$ cat config.mk
export PLATFORM = sky130hd
export DESIGN_NAME = cfg_mode_sequencer
export DESIGN_NICKNAME = d
export VERILOG_FILES = /design/src/rtl/cfg_seq_pkg.sv /design/src/rtl/cfg_fifo.sv /design/src/rtl/cfg_mode_sequencer.sv
export VERILOG_INCLUDE_DIRS = /design/src /design/src/rtl
export SDC_FILE = /design/constraint.sdc
export NUM_CORES = 1
export LEC_CHECK = 0
export ABC_AREA = 1
export BUFFER_PORTS_ARGS = -buffer_cell sky130_fd_sc_hd__buf_2
export CORE_MARGIN = 4
export CORE_UTILIZATION = 25
export DETAILED_ROUTE_END_ITERATION = 8
export GPL_TIMING_DRIVEN = 0
export PLACE_DENSITY_LB_ADDON = 0.15
export SYNTH_ARGS = -nofsm -noshare
export SYNTH_HDL_FRONTEND = slang
export SYNTH_HIERARCHICAL = 1
export SYNTH_SLANG_ARGS = --single-unit
$ cat constraint.sdc
create_clock -name i_clk -period 1.95 [get_ports i_clk]
set_input_delay 0.195 -clock i_clk [delete_from_list [all_inputs] [get_ports i_clk]]
set_output_delay 0.195 -clock i_clk [all_outputs]
set_load 0.03 [all_outputs]
$ cat src/rtl/cfg_seq_map.svh
// Purpose: named offsets, codes and timing figures of the mode sequencer
// Assumes: included by its bare name wherever the figures are needed
// Notes:   definitions only
`ifndef CFG_SEQ_MAP_SVH
`define CFG_SEQ_MAP_SVH

// -----------------------------------------------------------------
// clock and timing
// -----------------------------------------------------------------
`define CFG_CLK_HZ          10000000
`define CFG_CLK_PER_MS      (`CFG_CLK_HZ / 1000)
`define CFG_LOAD_MAX_MS     120
`define CFG_INIT_RST_CYC    8'h08
`define CFG_INIT_TOTAL_CYC  8'h10

// -----------------------------------------------------------------
// chain and instruction codes
// -----------------------------------------------------------------
`define CFG_JTAG_MIN_POS    4'h1
`define CFG_JTAG_MAX_POS    4'h8
`define CFG_INSTR_RELOAD    10'h001
`define CFG_INSTR_IO_CFG    10'h00D

// -----------------------------------------------------------------
// data path
// -----------------------------------------------------------------
`define CFG_BYTE_W          8
`define CFG_BYTE_LAST_BIT   3'h7
`define CFG_FIFO_DEPTH      8
`define CFG_LOAD_BYTES      1024

`endif

$ cat src/rtl/cfg_seq_pkg.sv
// Purpose: types shared by the mode sequencer
// Assumes: nothing
// Notes:   one-hot state codes
package cfg_seq_pkg;

   typedef enum logic [4:0] {
      ST_WAIT = 5'h01,
      ST_LOAD = 5'h02,
      ST_INIT = 5'h04,
      ST_USER = 5'h08,
      ST_FAIL = 5'h10
   } cfg_state_t;

   typedef enum logic [1:0] {
      SCH_ACTIVE  = 2'h0,
      SCH_PASSIVE = 2'h1,
      SCH_JTAG    = 2'h2
   } cfg_scheme_t;

endpackage

$ cat src/rtl/cfg_fifo.sv
// Purpose: small first-in first-out buffer with valid and ready on both sides
// Assumes: DEPTH is a power of two
// Notes:   full and empty come from pointers with one extra wrap bit
`timescale 1ns/1ns
module cfg_fifo #(
   parameter int W     = 8,
   parameter int DEPTH = 8
) (
   // clock and reset
   input  wire logic         i_clk,
   input  wire logic         i_srst,
   // fill side
   input  wire logic         i_in_valid,
   input  wire logic [W-1:0] i_in_data,
   output logic              o_in_ready,
   // drain side
   output logic              o_out_valid,
   output logic [W-1:0]      o_out_data,
   input  wire logic         i_out_ready
);
   localparam int AW = $clog2(DEPTH);

   logic [W-1:0] mem_q [DEPTH];
   logic [AW:0]  wr_q;
   logic [AW:0]  rd_q;
   logic         push;
   logic         pop;

   assign o_in_ready  = !((wr_q[AW] != rd_q[AW]) && (wr_q[AW-1:0] == rd_q[AW-1:0]));
   assign o_out_valid = (wr_q != rd_q);
   assign o_out_data  = mem_q[rd_q[AW-1:0]];
   assign push        = i_in_valid && o_in_ready;
   assign pop         = o_out_valid && i_out_ready;

   always_ff @(posedge i_clk) begin
      if (push) begin
         mem_q[wr_q[AW-1:0]] <= i_in_data;
      end
   end

   always_ff @(posedge i_clk) begin
      if (i_srst) begin
         wr_q <= '0;
      end else if (push) begin
         wr_q <= wr_q + 1'b1;
      end
   end

   always_ff @(posedge i_clk) begin
      if (i_srst) begin
         rd_q <= '0;
      end else if (pop) begin
         rd_q <= rd_q + 1'b1;
      end
   end

endmodule

$ cat src/rtl/cfg_mode_sequencer.sv
// Purpose: moves the device between command mode (wait, load, init, fail) and user mode
// Assumes: all inputs synchronous to i_clk; the sink takes bytes on valid and ready
// Notes:   bits are packed msb first into bytes that pass through an 8-word buffer
`timescale 1ns/1ns
`include "cfg_seq_map.svh"

module cfg_mode_sequencer
   import cfg_seq_pkg::*;
#(
   parameter int LOAD_TIMEOUT_CYC = `CFG_LOAD_MAX_MS * `CFG_CLK_PER_MS,
   parameter int LOAD_BYTES       = `CFG_LOAD_BYTES
) (
   // clock and reset
   input  wire logic                   i_clk,
   input  wire logic                   i_srst,
   // mode control
   input  wire logic                   i_reload_request_n,
   input  wire logic                   i_chain_enable_in_n,
   input  wire logic [1:0]             i_scheme,
   // jtag port
   input  wire logic [3:0]             i_jtag_position,
   input  wire logic                   i_jtag_instr_valid,
   input  wire logic [9:0]             i_jtag_instr,
   input  wire logic                   i_jtag_bit_valid,
   input  wire logic                   i_jtag_bit,
   // passive serial source
   input  wire logic                   i_ps_bit_valid,
   input  wire logic                   i_ps_bit,
   output logic                        o_serial_ready,
   // active serial memory
   output logic                        o_as_sclk,
   output logic                        o_as_cs_n,
   input  wire logic                   i_as_data,
   // configuration store
   output logic                        o_cfg_wr_valid,
   output logic [`CFG_BYTE_W-1:0]      o_cfg_wr_data,
   input  wire logic                   i_cfg_wr_ready,
   // status and user side
   output logic                        o_load_status_n,
   output logic                        o_chain_enable_out_n,
   output logic                        o_command_mode,
   output logic                        o_user_mode,
   output logic                        o_user_reset,
   output logic                        o_io_pullup_en,
   output logic                        o_io_drive_en
);

   // -----------------------------------------------------------------
   // helpers
   // -----------------------------------------------------------------
   function automatic logic pos_ok(input logic [3:0] pos);
      pos_ok = (pos >= `CFG_JTAG_MIN_POS) && (pos <= `CFG_JTAG_MAX_POS);
   endfunction

   function automatic logic scheme_ok(input logic [1:0] sch);
      scheme_ok = (sch == SCH_ACTIVE) || (sch == SCH_PASSIVE) || (sch == SCH_JTAG);
   endfunction

   cfg_state_t              state_q;
   logic                    reload_req;
   logic                    io_stop;
   logic                    tmo_hit;
   logic                    load_done;
   logic [23:0]             tmo_q;
   logic [7:0]              init_q;
   logic [15:0]             pushed_q;
   logic [15:0]             popped_q;
   logic [`CFG_BYTE_W-1:0]  shift_q;
   logic [2:0]              bit_cnt_q;
   logic                    byte_full_q;
   logic                    as_sclk_q;
   logic                    as_cs_n_q;
   logic                    in_load;
   logic                    as_sel;
   logic                    bit_valid;
   logic                    bit_val;
   logic                    bit_take;
   logic                    fifo_in_ready;
   logic                    fifo_pop;

   // -----------------------------------------------------------------
   // mode requests
   // -----------------------------------------------------------------
   assign reload_req = !i_reload_request_n ||
                       (i_jtag_instr_valid && (i_jtag_instr == `CFG_INSTR_RELOAD));
   assign io_stop    = (state_q == ST_LOAD) && i_jtag_instr_valid &&
                       (i_jtag_instr == `CFG_INSTR_IO_CFG);
   assign tmo_hit    = (tmo_q == 24'(LOAD_TIMEOUT_CYC - 1));
   assign load_done  = (popped_q == 16'(LOAD_BYTES));

   // -----------------------------------------------------------------
   // mode state machine
   // -----------------------------------------------------------------
   always_ff @(posedge i_clk) begin
      if (i_srst) begin
         state_q <= ST_WAIT;
      end else if (reload_req) begin
         state_q <= ST_WAIT;
      end else begin
         case (state_q)
            ST_WAIT: begin
               if (!i_chain_enable_in_n) begin
                  if (!scheme_ok(i_scheme)) begin
                     state_q <= ST_FAIL;
                  end else if ((i_scheme == SCH_JTAG) && !pos_ok(i_jtag_position)) begin
                     state_q <= ST_FAIL;
                  end else begin
                     state_q <= ST_LOAD;
                  end
               end
            end
            ST_LOAD: begin
               if (io_stop || tmo_hit) begin
                  state_q <= ST_FAIL;
               end else if (load_done) begin
                  state_q <= ST_INIT;
               end
            end
            ST_INIT: begin
               if (init_q == (`CFG_INIT_TOTAL_CYC - 8'h01)) begin
                  state_q <= ST_USER;
               end
            end
            ST_USER: state_q <= ST_USER;
            default: state_q <= ST_FAIL;
         endcase
      end
   end

   always_ff @(posedge i_clk) begin
      if (i_srst || (state_q != ST_LOAD)) begin
         tmo_q <= 24'h000000;
      end else begin
         tmo_q <= tmo_q + 24'h000001;
      end
   end

   always_ff @(posedge i_clk) begin
      if (i_srst || (state_q != ST_INIT)) begin
         init_q <= 8'h00;
      end else begin
         init_q <= init_q + 8'h01;
      end
   end

   // -----------------------------------------------------------------
   // serial bit intake
   // -----------------------------------------------------------------
   assign in_load        = (state_q == ST_LOAD);
   assign as_sel         = in_load && (i_scheme == SCH_ACTIVE);
   assign o_serial_ready = in_load && !byte_full_q && (pushed_q != 16'(LOAD_BYTES));

   always_comb begin
      bit_valid = 1'b0;
      bit_val   = 1'b0;
      case (i_scheme)
         SCH_ACTIVE: begin
            bit_valid = !as_sclk_q && !as_cs_n_q;
            bit_val   = i_as_data;
         end
         SCH_PASSIVE: begin
            bit_valid = i_ps_bit_valid;
            bit_val   = i_ps_bit;
         end
         SCH_JTAG: begin
            bit_valid = i_jtag_bit_valid;
            bit_val   = i_jtag_bit;
         end
         default: begin
            bit_valid = 1'b0;
            bit_val   = 1'b0;
         end
      endcase
   end

   assign bit_take = o_serial_ready && bit_valid;

   // device drives the memory clock, one edge per cycle while it can take a bit;
   // no rise before the memory is selected, else the first bit is not yet valid
   always_ff @(posedge i_clk) begin
      if (i_srst || !as_sel) begin
         as_sclk_q <= 1'b0;
      end else if ((o_serial_ready && !as_cs_n_q) || as_sclk_q) begin
         as_sclk_q <= !as_sclk_q;
      end
   end

   always_ff @(posedge i_clk) begin
      if (i_srst) begin
         as_cs_n_q <= 1'b1;
      end else begin
         as_cs_n_q <= !(as_sel && !reload_req && !io_stop && !tmo_hit && !load_done);
      end
   end

   assign o_as_sclk = as_sclk_q;
   assign o_as_cs_n = as_cs_n_q;

   always_ff @(posedge i_clk) begin
      if (bit_take) begin
         shift_q <= {shift_q[`CFG_BYTE_W-2:0], bit_val};
      end
   end

   always_ff @(posedge i_clk) begin
      if (i_srst || !in_load) begin
         bit_cnt_q <= 3'h0;
      end else if (bit_take) begin
         bit_cnt_q <= bit_cnt_q + 3'h1;
      end
   end

   always_ff @(posedge i_clk) begin
      if (i_srst || !in_load) begin
         byte_full_q <= 1'b0;
      end else if (bit_take && (bit_cnt_q == `CFG_BYTE_LAST_BIT)) begin
         byte_full_q <= 1'b1;
      end else if (fifo_in_ready) begin
         byte_full_q <= 1'b0;
      end
   end

   always_ff @(posedge i_clk) begin
      if (i_srst || (state_q == ST_WAIT)) begin
         pushed_q <= 16'h0000;
      end else if (byte_full_q && fifo_in_ready) begin
         pushed_q <= pushed_q + 16'h0001;
      end
   end

   // -----------------------------------------------------------------
   // byte buffer towards the configuration store
   // -----------------------------------------------------------------
   cfg_fifo #(
      .W     (`CFG_BYTE_W),
      .DEPTH (`CFG_FIFO_DEPTH)
   ) u_fifo (
      .i_clk       (i_clk),
      .i_srst      (i_srst || (state_q == ST_WAIT)),
      .i_in_valid  (byte_full_q),
      .i_in_data   (shift_q),
      .o_in_ready  (fifo_in_ready),
      .o_out_valid (o_cfg_wr_valid),
      .o_out_data  (o_cfg_wr_data),
      .i_out_ready (i_cfg_wr_ready)
   );

   assign fifo_pop = o_cfg_wr_valid && i_cfg_wr_ready;

   always_ff @(posedge i_clk) begin
      if (i_srst || (state_q == ST_WAIT)) begin
         popped_q <= 16'h0000;
      end else if (fifo_pop) begin
         popped_q <= popped_q + 16'h0001;
      end
   end

   // -----------------------------------------------------------------
   // status and pin control
   // -----------------------------------------------------------------
   assign o_load_status_n      = (state_q != ST_FAIL);
   assign o_chain_enable_out_n = !((state_q == ST_INIT) || (state_q == ST_USER));
   assign o_user_mode          = (state_q == ST_USER);
   assign o_command_mode       = !o_user_mode;
   assign o_user_reset         = (state_q != ST_USER) &&
                                 !((state_q == ST_INIT) && (init_q >= `CFG_INIT_RST_CYC));
   assign o_io_drive_en        = o_user_mode ||
                                 ((state_q == ST_INIT) && (init_q >= `CFG_INIT_RST_CYC));
   assign o_io_pullup_en       = !o_io_drive_en;
endmodule

Word-level counts from Yosys, hierarchy flattened
Memory sizes are Yosys's and may differ from the RTL's. A register that Yosys moved wholly into a read port is not among the register bits.
Index checks and enable logic that the tools add are counted.
{ "op_classes": {"n_addsub": 7, "order_cmp": 3, "n_eq_ne": 24, "mux": 15, "n_reduce_logical": 53} }
{ "op_table": {"columns": ["op", "n"], "rows": [
  ["adder 16 x 1 -> 16 bit, second input constant", 2],
  ["two-way mux 5 bit", 6],
  ["adder 24 x 1 -> 24 bit, second input constant", 1],
  ["equality test 24 x 21 -> 1 bit, second input constant", 1],
  ["logical AND 1 bit", 21],
  ["case mux 5 bit (4 select lines)", 1],
  ["logical NOT 1 bit", 17],
  ["equality test 16 x 11 -> 1 bit, second input constant", 1],
  ["!= test 16 x 11 -> 1 bit, second input constant", 1],
  ["logical OR 1 bit", 12],
  ["equality test 10 x 1 -> 1 bit, second input constant", 1],
  ["equality test 10 x 4 -> 1 bit, second input constant", 1],
  ["adder 4 x 1 -> 4 bit, second input constant", 2],
  ["adder 8 x 1 -> 8 bit, second input constant", 1],
  ["equality test 8 x 4 -> 1 bit, second input constant", 1],
  ["greater-or-equal comparator 8 x 4 -> 1 bit, second input constant", 1],
  ["two-way mux 3 bit", 2],
  ["!= test 2 bit, second input constant", 3],
  ["case mux 1 bit (3 select lines)", 2],
  ["equality test 5 x 1 -> 1 bit, second input constant", 1],
  ["equality test 5 x 2 -> 1 bit, second input constant", 1],
  ["equality test 5 x 3 -> 1 bit, second input constant", 1],
  ["equality test 5 x 4 -> 1 bit, second input constant", 1],
  ["!= test 5 x 2 -> 1 bit, second input constant", 1],
  ["other kinds (17)", 20]
]} }
{ "word_totals": {"reg_bits": 91, "mem_bits_rw": 64, "in_bits": 27, "word_cells": 115, "memories": 1} }
{ "memory_table": {"columns": ["memory", "depth", "word_bits", "rd", "rd_clocked_by_memory_dff", "wr", "line", "text"], "rows": [
  ["u_fifo.mem_q", 8, 8, 1, 1, 1, "cfg_fifo.sv:23", "logic [W-1:0] mem_q [DEPTH];"]
]} }

Longest topological paths before layout
Gate-level depths: netlist of the first run.
{ "depth": {"word_depth": 9, "mapped_depth": 16, "mapped_depth_nobuf": 16} }

Cells and area by module
Netlist of the first run, hierarchy kept.
{ "modules_own_cells": {"columns": ["module", "instances", "cells_each", "area_per_inst_um2", "seq_area_each_um2"], "rows": [
  ["cfg_mode_sequencer", 1, 644, 4369.2, 1741.7],
  ["cfg_fifo", 1, 297, 3143.0, 2142.1]
]} }

Least setup slack after synthesis of the first run
Ideal clock, no wire load.
{ "synth_timing": {"path_type": "register to output", "start": "reg state_q[1]", "end": "out o_user_reset", "arrival_time_ns": 2.014, "required_ns": 1.755, "setup_slack_ns": -0.259, "path_stages_with_launch": 6, "cell_sequence": "dfxtp_1 -> nor2_2 -> nand4_1 -> o21ai_0 -> inv_1 -> buf_4"} }
{ "synth_via": {"elab_chain_cells": 4} }
{ "synth_lines": {"columns": ["item", "line", "text"], "rows": [
  ["start, declared", "cfg_mode_sequencer.sv:59", "cfg_state_t state_q;"],
  ["start signal, assigned", "cfg_mode_sequencer.sv:96", "state_q <= ST_WAIT;"],
  ["start signal, assigned", "cfg_mode_sequencer.sv:98", "state_q <= ST_WAIT;"],
  ["start signal, assigned", "cfg_mode_sequencer.sv:104", "state_q <= ST_FAIL;"],
  ["equality test 5 x 3 -> 1 bit", "cfg_mode_sequencer.sv:266", "!((state_q == ST_INIT) && (init_q >= `CFG_INIT_RST_CYC));"],
  ["logical AND 1 bit", "cfg_mode_sequencer.sv:266", null],
  ["logical NOT 1 bit", "cfg_mode_sequencer.sv:266", null],
  ["logical AND 1 bit *", "cfg_mode_sequencer.sv:265", "assign o_user_reset = (state_q != ST_USER) &&"],
  ["end, declared", "cfg_mode_sequencer.sv:43", "output logic o_user_reset,"]
]} }
Every way passes the cells marked *; elsewhere a longest branch is shown, timed or not.

==> results of run 1 <==
layout by cell type (no fill, tap or decap), types with 3 or more instances in the layout:
cell type    n
dfxtp_4      6
nand3_1     46
nand2_4      4
a21oi_1     51
inv_4        3
buf_4       17
clkbuf_4     3
nor3b_1      4
nor2_2      10
nand4_1     14
ha_1        11
dfxtp_1     74
nor2_1     161
nand3_2      7
nand2_1    183
clkbuf_16   19
nor3_1      20
buf_6        6
inv_6        3
o21a_1       3
o21ai_1     23
nor2_4      16
edfxtp_1    72
buf_8        3
o21ai_0     54
dfxtp_2      6
xor2_1       3
nand2_2      9
inv_1      116
clkbuf_8     3
inv_2        5
buf_2       41
logic make-up after synthesis:
logic type      count (synthesis)  share of synthesized area, %
simple gates                  489                          29.1
xor+xnor                        3                         0.350
fa+ha+maj                      11                          1.83
buf+inv                       141                          7.48
compound gates                139                          9.53
flops                         158                          51.7
stage by stage:
step | setup TNS, ns | power [mW] | setup WS [ns] | instance area [µm²]
2_1_floorplan | 0 | 3.62 | 0.0820 | 7520
3_3_place_gp | -17.91 | 3.69 | -0.332 | 8230
3_5_place_dp | -17.94 | 3.69 | -0.332 | 8230
4_1_cts | 0 | 7.13 | 0.00599 | 9020
5_1_grt | -0.0493 | 7.29 | -0.0431 | 9190
6_report | 0 | 7.01 | 0.0952 | 9190
cells in the mapped netlist (all sizes together):
cell	number	area [µm²]
a211oi	2	15.0
a21oi	52	264
a31oi	2	12.5
and3	1	6.26
buf	13	81.3
clkbuf	5	18.8
clkinv	1	3.75
dfxtp	86	1720
edfxtp	72	2160
ha	11	138
inv	122	458
nand2	197	772
nand3	54	318
nand3b	3	30.0
nand4	16	113
nor2	187	754
nor3	22	133
nor3b	4	30.0
nor4	2	12.5
o21a	3	22.5
o21ai	79	395
o22ai	1	6.26
or2	3	18.8
xor2	3	26.3
worst register-to-register path: cells and delay by family, from the launching register on:
family / cells / cell delay (ns)
buffers and inverters: 1 / 0.28
AND/OR/NAND/NOR: 2 / 0.77
flip-flops: 1 / 0.43
sequential cells by signal, summed over array words and instances, names as in the netlist, 5 cells and up, named ones only:
signal        cells
u_fifo/mem_q     64
pushed_q         16
shift_q           8
state_q           5
init_q            8
popped_q         16
tmo_q            24
power breakdown:
group / total [mW] / internal (mW) / switching, mW
Clock: 3.40 / 1.98 / 1.42
Sequential: 3.44 / 3.43 / 0.00582
Combinational: 0.180 / 0.0618 / 0.118
routing by layer:
metal  track usage [%]  up-vias  routed length [µm]
met5                 0        -                   0
met4              2.97        0                 122
met3              2.23        8                 449
met2              18.6       60                8500
met1              15.1     2730                9110
li1                  -     3226                   -
final timing paths:
kind                             startpoint  slack, ns                  to  depth (start not counted)
worst max-delay path              flip-flop        0.1    o_cfg_wr_data[1]                          7
worst min-delay path                 i_srst       0.08          state_q[0]                          3
worst max register to register  byte_full_q        0.1  u_fifo/mem_q[3][1]                          3
worst min register to register     tmo_q[0]       0.45            tmo_q[0]                          1
repair_timing:
item	in CTS	in global routing
pin swaps	5	8
resized for setup	45	64
setup buffers	8	3
setup endpoints to repair	86	71
cell type report:
type,instances,area [µm²],share of cell area [%]
multi-input combinational,642,3210,35.0
tap,390,488,5.31
clock buffer,21,493,5.37
clock inverter,11,116,1.27
sequential,158,3910,42.6
buffer,17,166,1.81
inverter,123,464,5.05
timing repair buffer,56,333,3.62
==> flow_summary_export.csv, run 1 <==
group,metric,value,unit
run_status,outcome,"completed",
flow_run,max_cap_viol_count,0,
critical_path,cp_top_family,"buffers and inverters",
detailed_routing,vias,6024,
sta,worst_pin_slew,0.632,ns
clock_tree,cts-buffers-inserted,17,
layout,layout-drive-gt1-share,17.5,%
yosys,synth_area,7510,µm²
yosys,ys_seq_elements,158,
place,gp_congestion,0.754,
layout,num-fill-cells,3218,
detailed_routing,route.detailed.drc,0,
hold_path,hp-class,"input pin to flip-flop",
die,die_w,181,µm
clock_tree,clk_pin_slew,0.07,ns
layout,antenna_cells,0,
yosys,ys_types,40,
sta,maxSlewViolCount,0,
clock_tree,cts_hold_buf,0,
global_route,grt_overflow,0,
die,initial_core_util,25.3,%
clock_tree,cts_max_path_buffers,2,
place,port_buffers,45,
die,core,29600,µm²
detailed_routing,drtPass1Iterations,4,
critical_path,crit_type,"flip-flop to output pin",
global_route,grt_max_degree,17,
detailed_routing,ant_nets,0,
global_route,grt_usage,11.3,%
clock_tree,cts_tree,"built",
critical_path,crit_fanout,10,
pwr,power_density,764,nW/µm²
global_route,grt_pass1_vias,5819,
die,num_io_pins,46,
yosys,synth_cells,941,
critical_path,path_cells,"inv_4, clkbuf_8, o21ai_0, o21ai_0, nand2_1, nand2_1, buf_4",
die,die_area,32900,µm²
yosys,syn-num-nets,979,
yosys,yosysSeqAreaShare,51.7,%
critical_path,cp.arrival,1.66,ns
layout,layout.core_utilization,31.0,%
critical_path,slowest_stage,"dfxtp_4",
detailed_routing,routed_via_density,4.25,
sta,slew_headroom,57.8,%
sta,hold_viol_final,0,
clock_tree,root_buffer,"clkbuf_16",
place,dp_cells,1376,
clock_tree,worstSkewPairLatency,0.42,ns
sta,rsz0062_at_grt,"true",
sta,final.min_clock_period,1.85,ns
yosys,yosys_warnings,6,
critical_path,cp-start-kind,"flip-flop",
critical_path,cp-end-kind,"output pin",
die,row_count,63,
global_route,grt_antenna_before_repair,0,
global_route,grt_pass1_wl,30100,µm
sta,finalSetupViolCount,0,
layout,fin_cells,1418,
detailed_routing,wl_per_cell,12.8,µm
clock_tree,htreeDepth,4,
layout,nets,1053,
critical_path,crit_required,1.75,ns
layout,syn2layout_area_growth,22.3,%
sta,period_share,95.1,%
detailed_routing,wirelength,18200,µm
detailed_routing,drt_iter0_markers,248,
place,dp_hpwl,13000,µm
yosys,synth.avg_cell_area,7.98,µm²
sta,fin_skew,0.0134,ns
die,die_h,181,µm
critical_path,cpPeakStageDelay,0.40,ns
clock_tree,clkSinkCount,158,
critical_path,cp_num_buf_inv,3,
pwr,vdd_drop_max,0.445,mV
sta,whs,0.0832,ns
pwr,p_leak,3.43,nW
sta,clock.fmax,539,MHz
Note: power is estimated with default switching activity, not from simulation.
==> run 2: changes to the inputs <==
--- a/config.mk
+++ b/config.mk
@@ -8,10 +8,12 @@
 export LEC_CHECK = 0
 export ABC_AREA = 1
 export BUFFER_PORTS_ARGS = -buffer_cell sky130_fd_sc_hd__buf_2
+export CAP_MARGIN = 5
 export CORE_MARGIN = 4
 export CORE_UTILIZATION = 25
 export DETAILED_ROUTE_END_ITERATION = 8
 export GPL_TIMING_DRIVEN = 0
+export MAX_ROUTING_LAYER = met4
 export PLACE_DENSITY_LB_ADDON = 0.15
 export SYNTH_ARGS = -nofsm -noshare
 export SYNTH_HDL_FRONTEND = slang
==> flow_summary_export.csv, run 2 (synthesized netlist as in run 1, its figures left out) <==
group,metric,value,unit
global_route,grt_max_degree,17,
sta,hold_viol_final,0,
critical_path,slowest_stage,"dfxtp_4",
detailed_routing,ant_nets,0,
pwr,vdd_drop_max,0.448,mV
clock_tree,root_buffer,"clkbuf_16",
detailed_routing,drt_iter0_markers,252,
detailed_routing,vias,6036,
layout,nets,1053,
global_route,grt_pass1_vias,5815,
detailed_routing,drtPass1Iterations,4,
layout,fin_cells,1418,
layout,largest_reg_flops,64,
layout,layout-drive-gt1-share,17.5,%
run_status,outcome,"completed",
critical_path,worst_path_most_repeated_cell,"nand2_1",
die,num_io_pins,46,
place,place_ws,-0.332,ns
clock_tree,cts_max_path_buffers,2,
layout,layout.core_utilization,31.0,%
clock_tree,worstSkewPairLatency,0.42,ns
hold_path,hp-class,"input pin to flip-flop",
place,dp_cells,1376,
sta,period_share,95.4,%
place,placed_area,8230,µm²
die,initial_core_util,25.3,%
critical_path,cp.arrival,1.66,ns
critical_path,cp_top_family,"buffers and inverters",
sta,worst_pin_slew,0.645,ns
flow_run,max_cap_viol_count,0,
layout,final_cell_mix,"nand2_1 (183), nor2_1 (161), inv_1 (116)",
die,die_h,181,µm
critical_path,cp-start-kind,"flip-flop",
clock_tree,cts-buffers-inserted,17,
sta,maxSlewViolCount,0,
pwr,p_leak,3.44,nW
detailed_routing,routed_via_density,4.26,
clock_tree,htreeDepth,4,
layout,layout_commonest_cell,"nand2_1",
sta,finalSetupViolCount,0,
place,dp_hpwl,13000,µm
detailed_routing,wl_per_cell,12.8,µm
critical_path,cpPeakStageDelay,0.40,ns
clock_tree,cts_hold_buf,0,
critical_path,crit_type,"flip-flop to output pin",
detailed_routing,wirelength,18200,µm
clock_tree,clk_pin_slew,0.07,ns
die,die_area,32900,µm²
sta,slew_headroom,57.0,%
sta,setup_ws,0.0905,ns
sta,fin_setup_tns,0,ns
global_route,grt_pass1_wl,30100,µm
global_route,grt_antenna_before_repair,0,
critical_path,path_cells,"inv_4, buf_8, o21ai_0, o21ai_1, nand2_1, nand2_1, clkbuf_4",
die,core,29600,µm²
global_route,grt_overflow,0,
layout,fin_area,9190,µm²
clock_tree,clkSinkCount,158,
critical_path,crit_fanout,10,
layout,syn2layout_area_growth,22.3,%
sta,fin_skew,0.0142,ns
sta,whs,0.0823,ns
pwr,power_density,763,nW/µm²
critical_path,crit_required,1.75,ns
critical_path,cp_num_buf_inv,3,
sta,final.min_clock_period,1.86,ns
critical_path,cp-end-kind,"output pin",
place,port_buffers,45,
pwr,totalPowerFinal,7.01,mW
place,gp_congestion,0.763,
sta,clock.fmax,538,MHz
die,row_count,63,
die,die_w,181,µm
detailed_routing,route.detailed.drc,0,
clock_tree,cts_tree,"built",
sta,rsz0062_at_grt,"true",
layout,antenna_cells,0,
global_route,grt_usage,11.6,%
run 2: worst reg2reg max path: stages, from the launching register on:
cell and delay (ns):
dfxtp_1 0.43, buf_2 0.28, nand3_1 0.22, nor2_2 0.56
run 2: cell type report:
cell class / count / area (µm²)
tap: 390 / 488
sequential: 158 / 3910
clock buffer: 21 / 493
buffer: 17 / 166
inverter: 123 / 464
clock inverter: 11 / 116
timing repair buffer: 56 / 335
fill: 3219 / 20400
multi-input combinational: 642 / 3210
run 2: final timing paths:
path                             startpoint  depth (start not counted)                 end  slack [ns]
worst min-delay path                 i_srst                          3          state_q[0]        0.08
worst max register to register  byte_full_q                          3  u_fifo/mem_q[3][1]        0.09
worst min register to register     tmo_q[0]                          1            tmo_q[0]        0.45
worst max-delay path              flip-flop                          7    o_cfg_wr_data[5]        0.09
run 2: report_power, final:
group	internal (mW)	switching (mW)
clock network	1.98	1.42
registers	3.43	0.00582
logic	0.0618	0.118
total	5.47	1.54
run 2: metal layers:
layer,GRT usage [%],vias up,routed length (µm)
li1,-,3225,-
met1,15.2,2728,8970
met2,18.6,72,8520
met3,2.15,11,567
met4,2.88,0,148
met5,-,-,0
run 2: repair_timing:
action,in CTS,in global routing
pin swaps,5,8
setup buffers,8,3
setup endpoints to repair,86,71
gates resized for setup,45,65
==> run 3: changes to the inputs <==
--- a/config.mk
+++ b/config.mk
@@ -10,7 +10,7 @@
 export BUFFER_PORTS_ARGS = -buffer_cell sky130_fd_sc_hd__buf_2
 export CAP_MARGIN = 5
 export CORE_MARGIN = 4
-export CORE_UTILIZATION = 25
+export CORE_UTILIZATION = 40
 export DETAILED_ROUTE_END_ITERATION = 8
 export GPL_TIMING_DRIVEN = 0
 export MAX_ROUTING_LAYER = met4
==> flow_summary_export.csv, run 3 (synthesized netlist as in run 1, its figures left out) <==
group,metric,value,unit
run_status,outcome,"completed",
sta,maxSlewViolCount,0,
global_route,grt_pass1_vias,5751,
clock_tree,clkSinkCount,158,
sta,fin_setup_tns,0,ns
clock_tree,htreeDepth,4,
detailed_routing,wl_per_cell,12.9,µm
pwr,power_density,760,nW/µm²
clock_tree,clk_pin_slew,0.06,ns
detailed_routing,drt_iter0_markers,303,
critical_path,crit_fanout,8,
layout,layout-drive-gt1-share,18.1,%
sta,rsz0062_at_grt,"true",
global_route,met1_usage,22.1,%
clock_tree,worstSkewPairLatency,0.43,ns
clock_tree,cts_max_path_buffers,2,
place,port_buffers,45,
die,num_io_pins,46,
layout,regArea,3910,µm²
detailed_routing,drtPass1Iterations,5,
global_route,met2_usage,25.3,%
layout,fin_cells,1257,
layout,antenna_cells,0,
critical_path,cp.arrival,1.95,ns
clock_tree,cts-buffers-inserted,17,
critical_path,cp-start-kind,"flip-flop",
die,initial_core_util,41.3,%
critical_path,cp-end-kind,"flip-flop",
layout,num-fill-cells,1788,
pwr,p_leak,3.39,nW
sta,fin_skew,0.0137,ns
pwr,vdd_drop_max,0.639,mV
critical_path,path_cells,"nand2_1, nand2_2, clkinv_1, nand4_2, buf_6, nand3_4, nor2_1",
global_route,grt_pass1_wl,27800,µm
layout,layout_commonest_cell,"nand2_1",
layout,multi_input_area,3210,µm²
place,gp_congestion,0.816,
pwr,totalPowerFinal,6.77,mW
sta,slew_headroom,53.7,%
hold_path,hp-class,"input pin to flip-flop",
sta,period_share,97.4,%
sta,finalSetupViolCount,0,
place,dp_hpwl,11800,µm
global_route,grt_max_degree,17,
critical_path,crit_type,"flip-flop to flip-flop",
detailed_routing,ant_nets,0,
die,die_h,145,µm
sta,worst_pin_slew,0.691,ns
die,die_w,145,µm
critical_path,crit_required,2.00,ns
global_route,grt_usage,16.3,%
global_route,grt_antenna_before_repair,0,
sta,setup_ws,0.0513,ns
layout,nets,1053,
layout,final_cell_mix,"nand2_1 (181), nor2_1 (162), inv_1 (114)",
critical_path,slowest_stage,"nor2_1",
detailed_routing,route.detailed.drc,0,
critical_path,reg2reg_slack,0.05,ns
clock_tree,cts_tree,"built",
global_route,busiest_layer,"met2",
global_route,grt_overflow,0,
critical_path,cpPeakStageDelay,0.55,ns
sta,final.min_clock_period,1.90,ns
sta,clock.fmax,527,MHz
detailed_routing,vias,6118,
layout,syn2layout_area_growth,18.4,%
sta,hold_viol_final,0,
global_route,grt_use_met3,2.96,%
flow_run,max_cap_viol_count,0,
place,dp_cells,1215,
die,row_count,49,
layout,largest_reg_flops,64,
detailed_routing,wirelength,16300,µm
die,core,18200,µm²
detailed_routing,routed_via_density,4.87,
place,place_ws,-0.229,ns
die,die_area,21000,µm²
clock_tree,root_buffer,"clkbuf_16",
==> run 3: cell count changes in the layout (fill, tap and decap cells not counted), sizes merged <==
cell / previous run / this run
clkbuf: 28 / 24
clkinv: 3 / 5
clkinvlp: 1 / 3
==> run 3: path summary, 6_finish.rpt <==
| path | start | end | cells past startpoint |
|---|---|---|---|
| worst max-delay path | u_fifo/rd_q[1] | u_fifo/mem_q[0][7] | 7 |
| worst min-delay path | i_srst | state_q[0] | 3 |
| worst max register to register | u_fifo/rd_q[1] | u_fifo/mem_q[0][7] | 7 |
| worst min register to register | tmo_q[0] | tmo_q[0] | 1 |
==> run 3: cell type report <==
class                      count  share of cell area (%)
clock buffer                  17                    4.78
multi-input combinational    642                    36.1
tap                          229                    3.22
buffer                        17                    1.58
sequential                   158                    43.9
inverter                     123                    5.22
clock inverter                15                    1.49
timing repair buffer          56                    3.64
==> run 3: timing repair <==
| action | CTS | global route |
|---|---|---|
| hold buffers | 0 | 0 |
| cloned | 0 | 0 |
| setup endpoints to repair | 85 | 57 |
| setup buffers | 3 | 8 |
| pin swaps | 2 | 13 |
| resized for setup | 33 | 67 |
==> run 3: stage by stage <==
step,hold slack [ns],utilization [%],cell area [µm²]
2_1_floorplan,0.332,-,7520
3_3_place_gp,0.426,44.1,8030
3_5_place_dp,0.446,44.1,8030
4_1_cts,0.0567,47.7,8680
5_1_grt,0.0900,48.9,8900
6_report,0.0750,48.9,8900
==> run 3: power by group <==
part / internal, mW / switching, mW
Clock: 1.77 / 1.39
Combinational: 0.0599 / 0.108
Sequential: 3.43 / 0.00441
Total: 5.26 / 1.50
==> run 3: critical path: cells and delay by family, from the launching register on <==
kind                   cells  cell delay (ns)
buffers and inverters      2             0.22
flip-flops                 1             0.41
AND/OR/NAND/NOR            5             0.91
==> run 3: layer usage <==
| metal | up-vias | share of wire (%) |
|---|---|---|
| met1 | 2783 | 50 |
| met5 | - | 0 |
| met2 | 92 | 45 |
| met4 | 0 | 1.3 |
| met3 | 18 | 3.2 |
| li1 | 3225 | - |
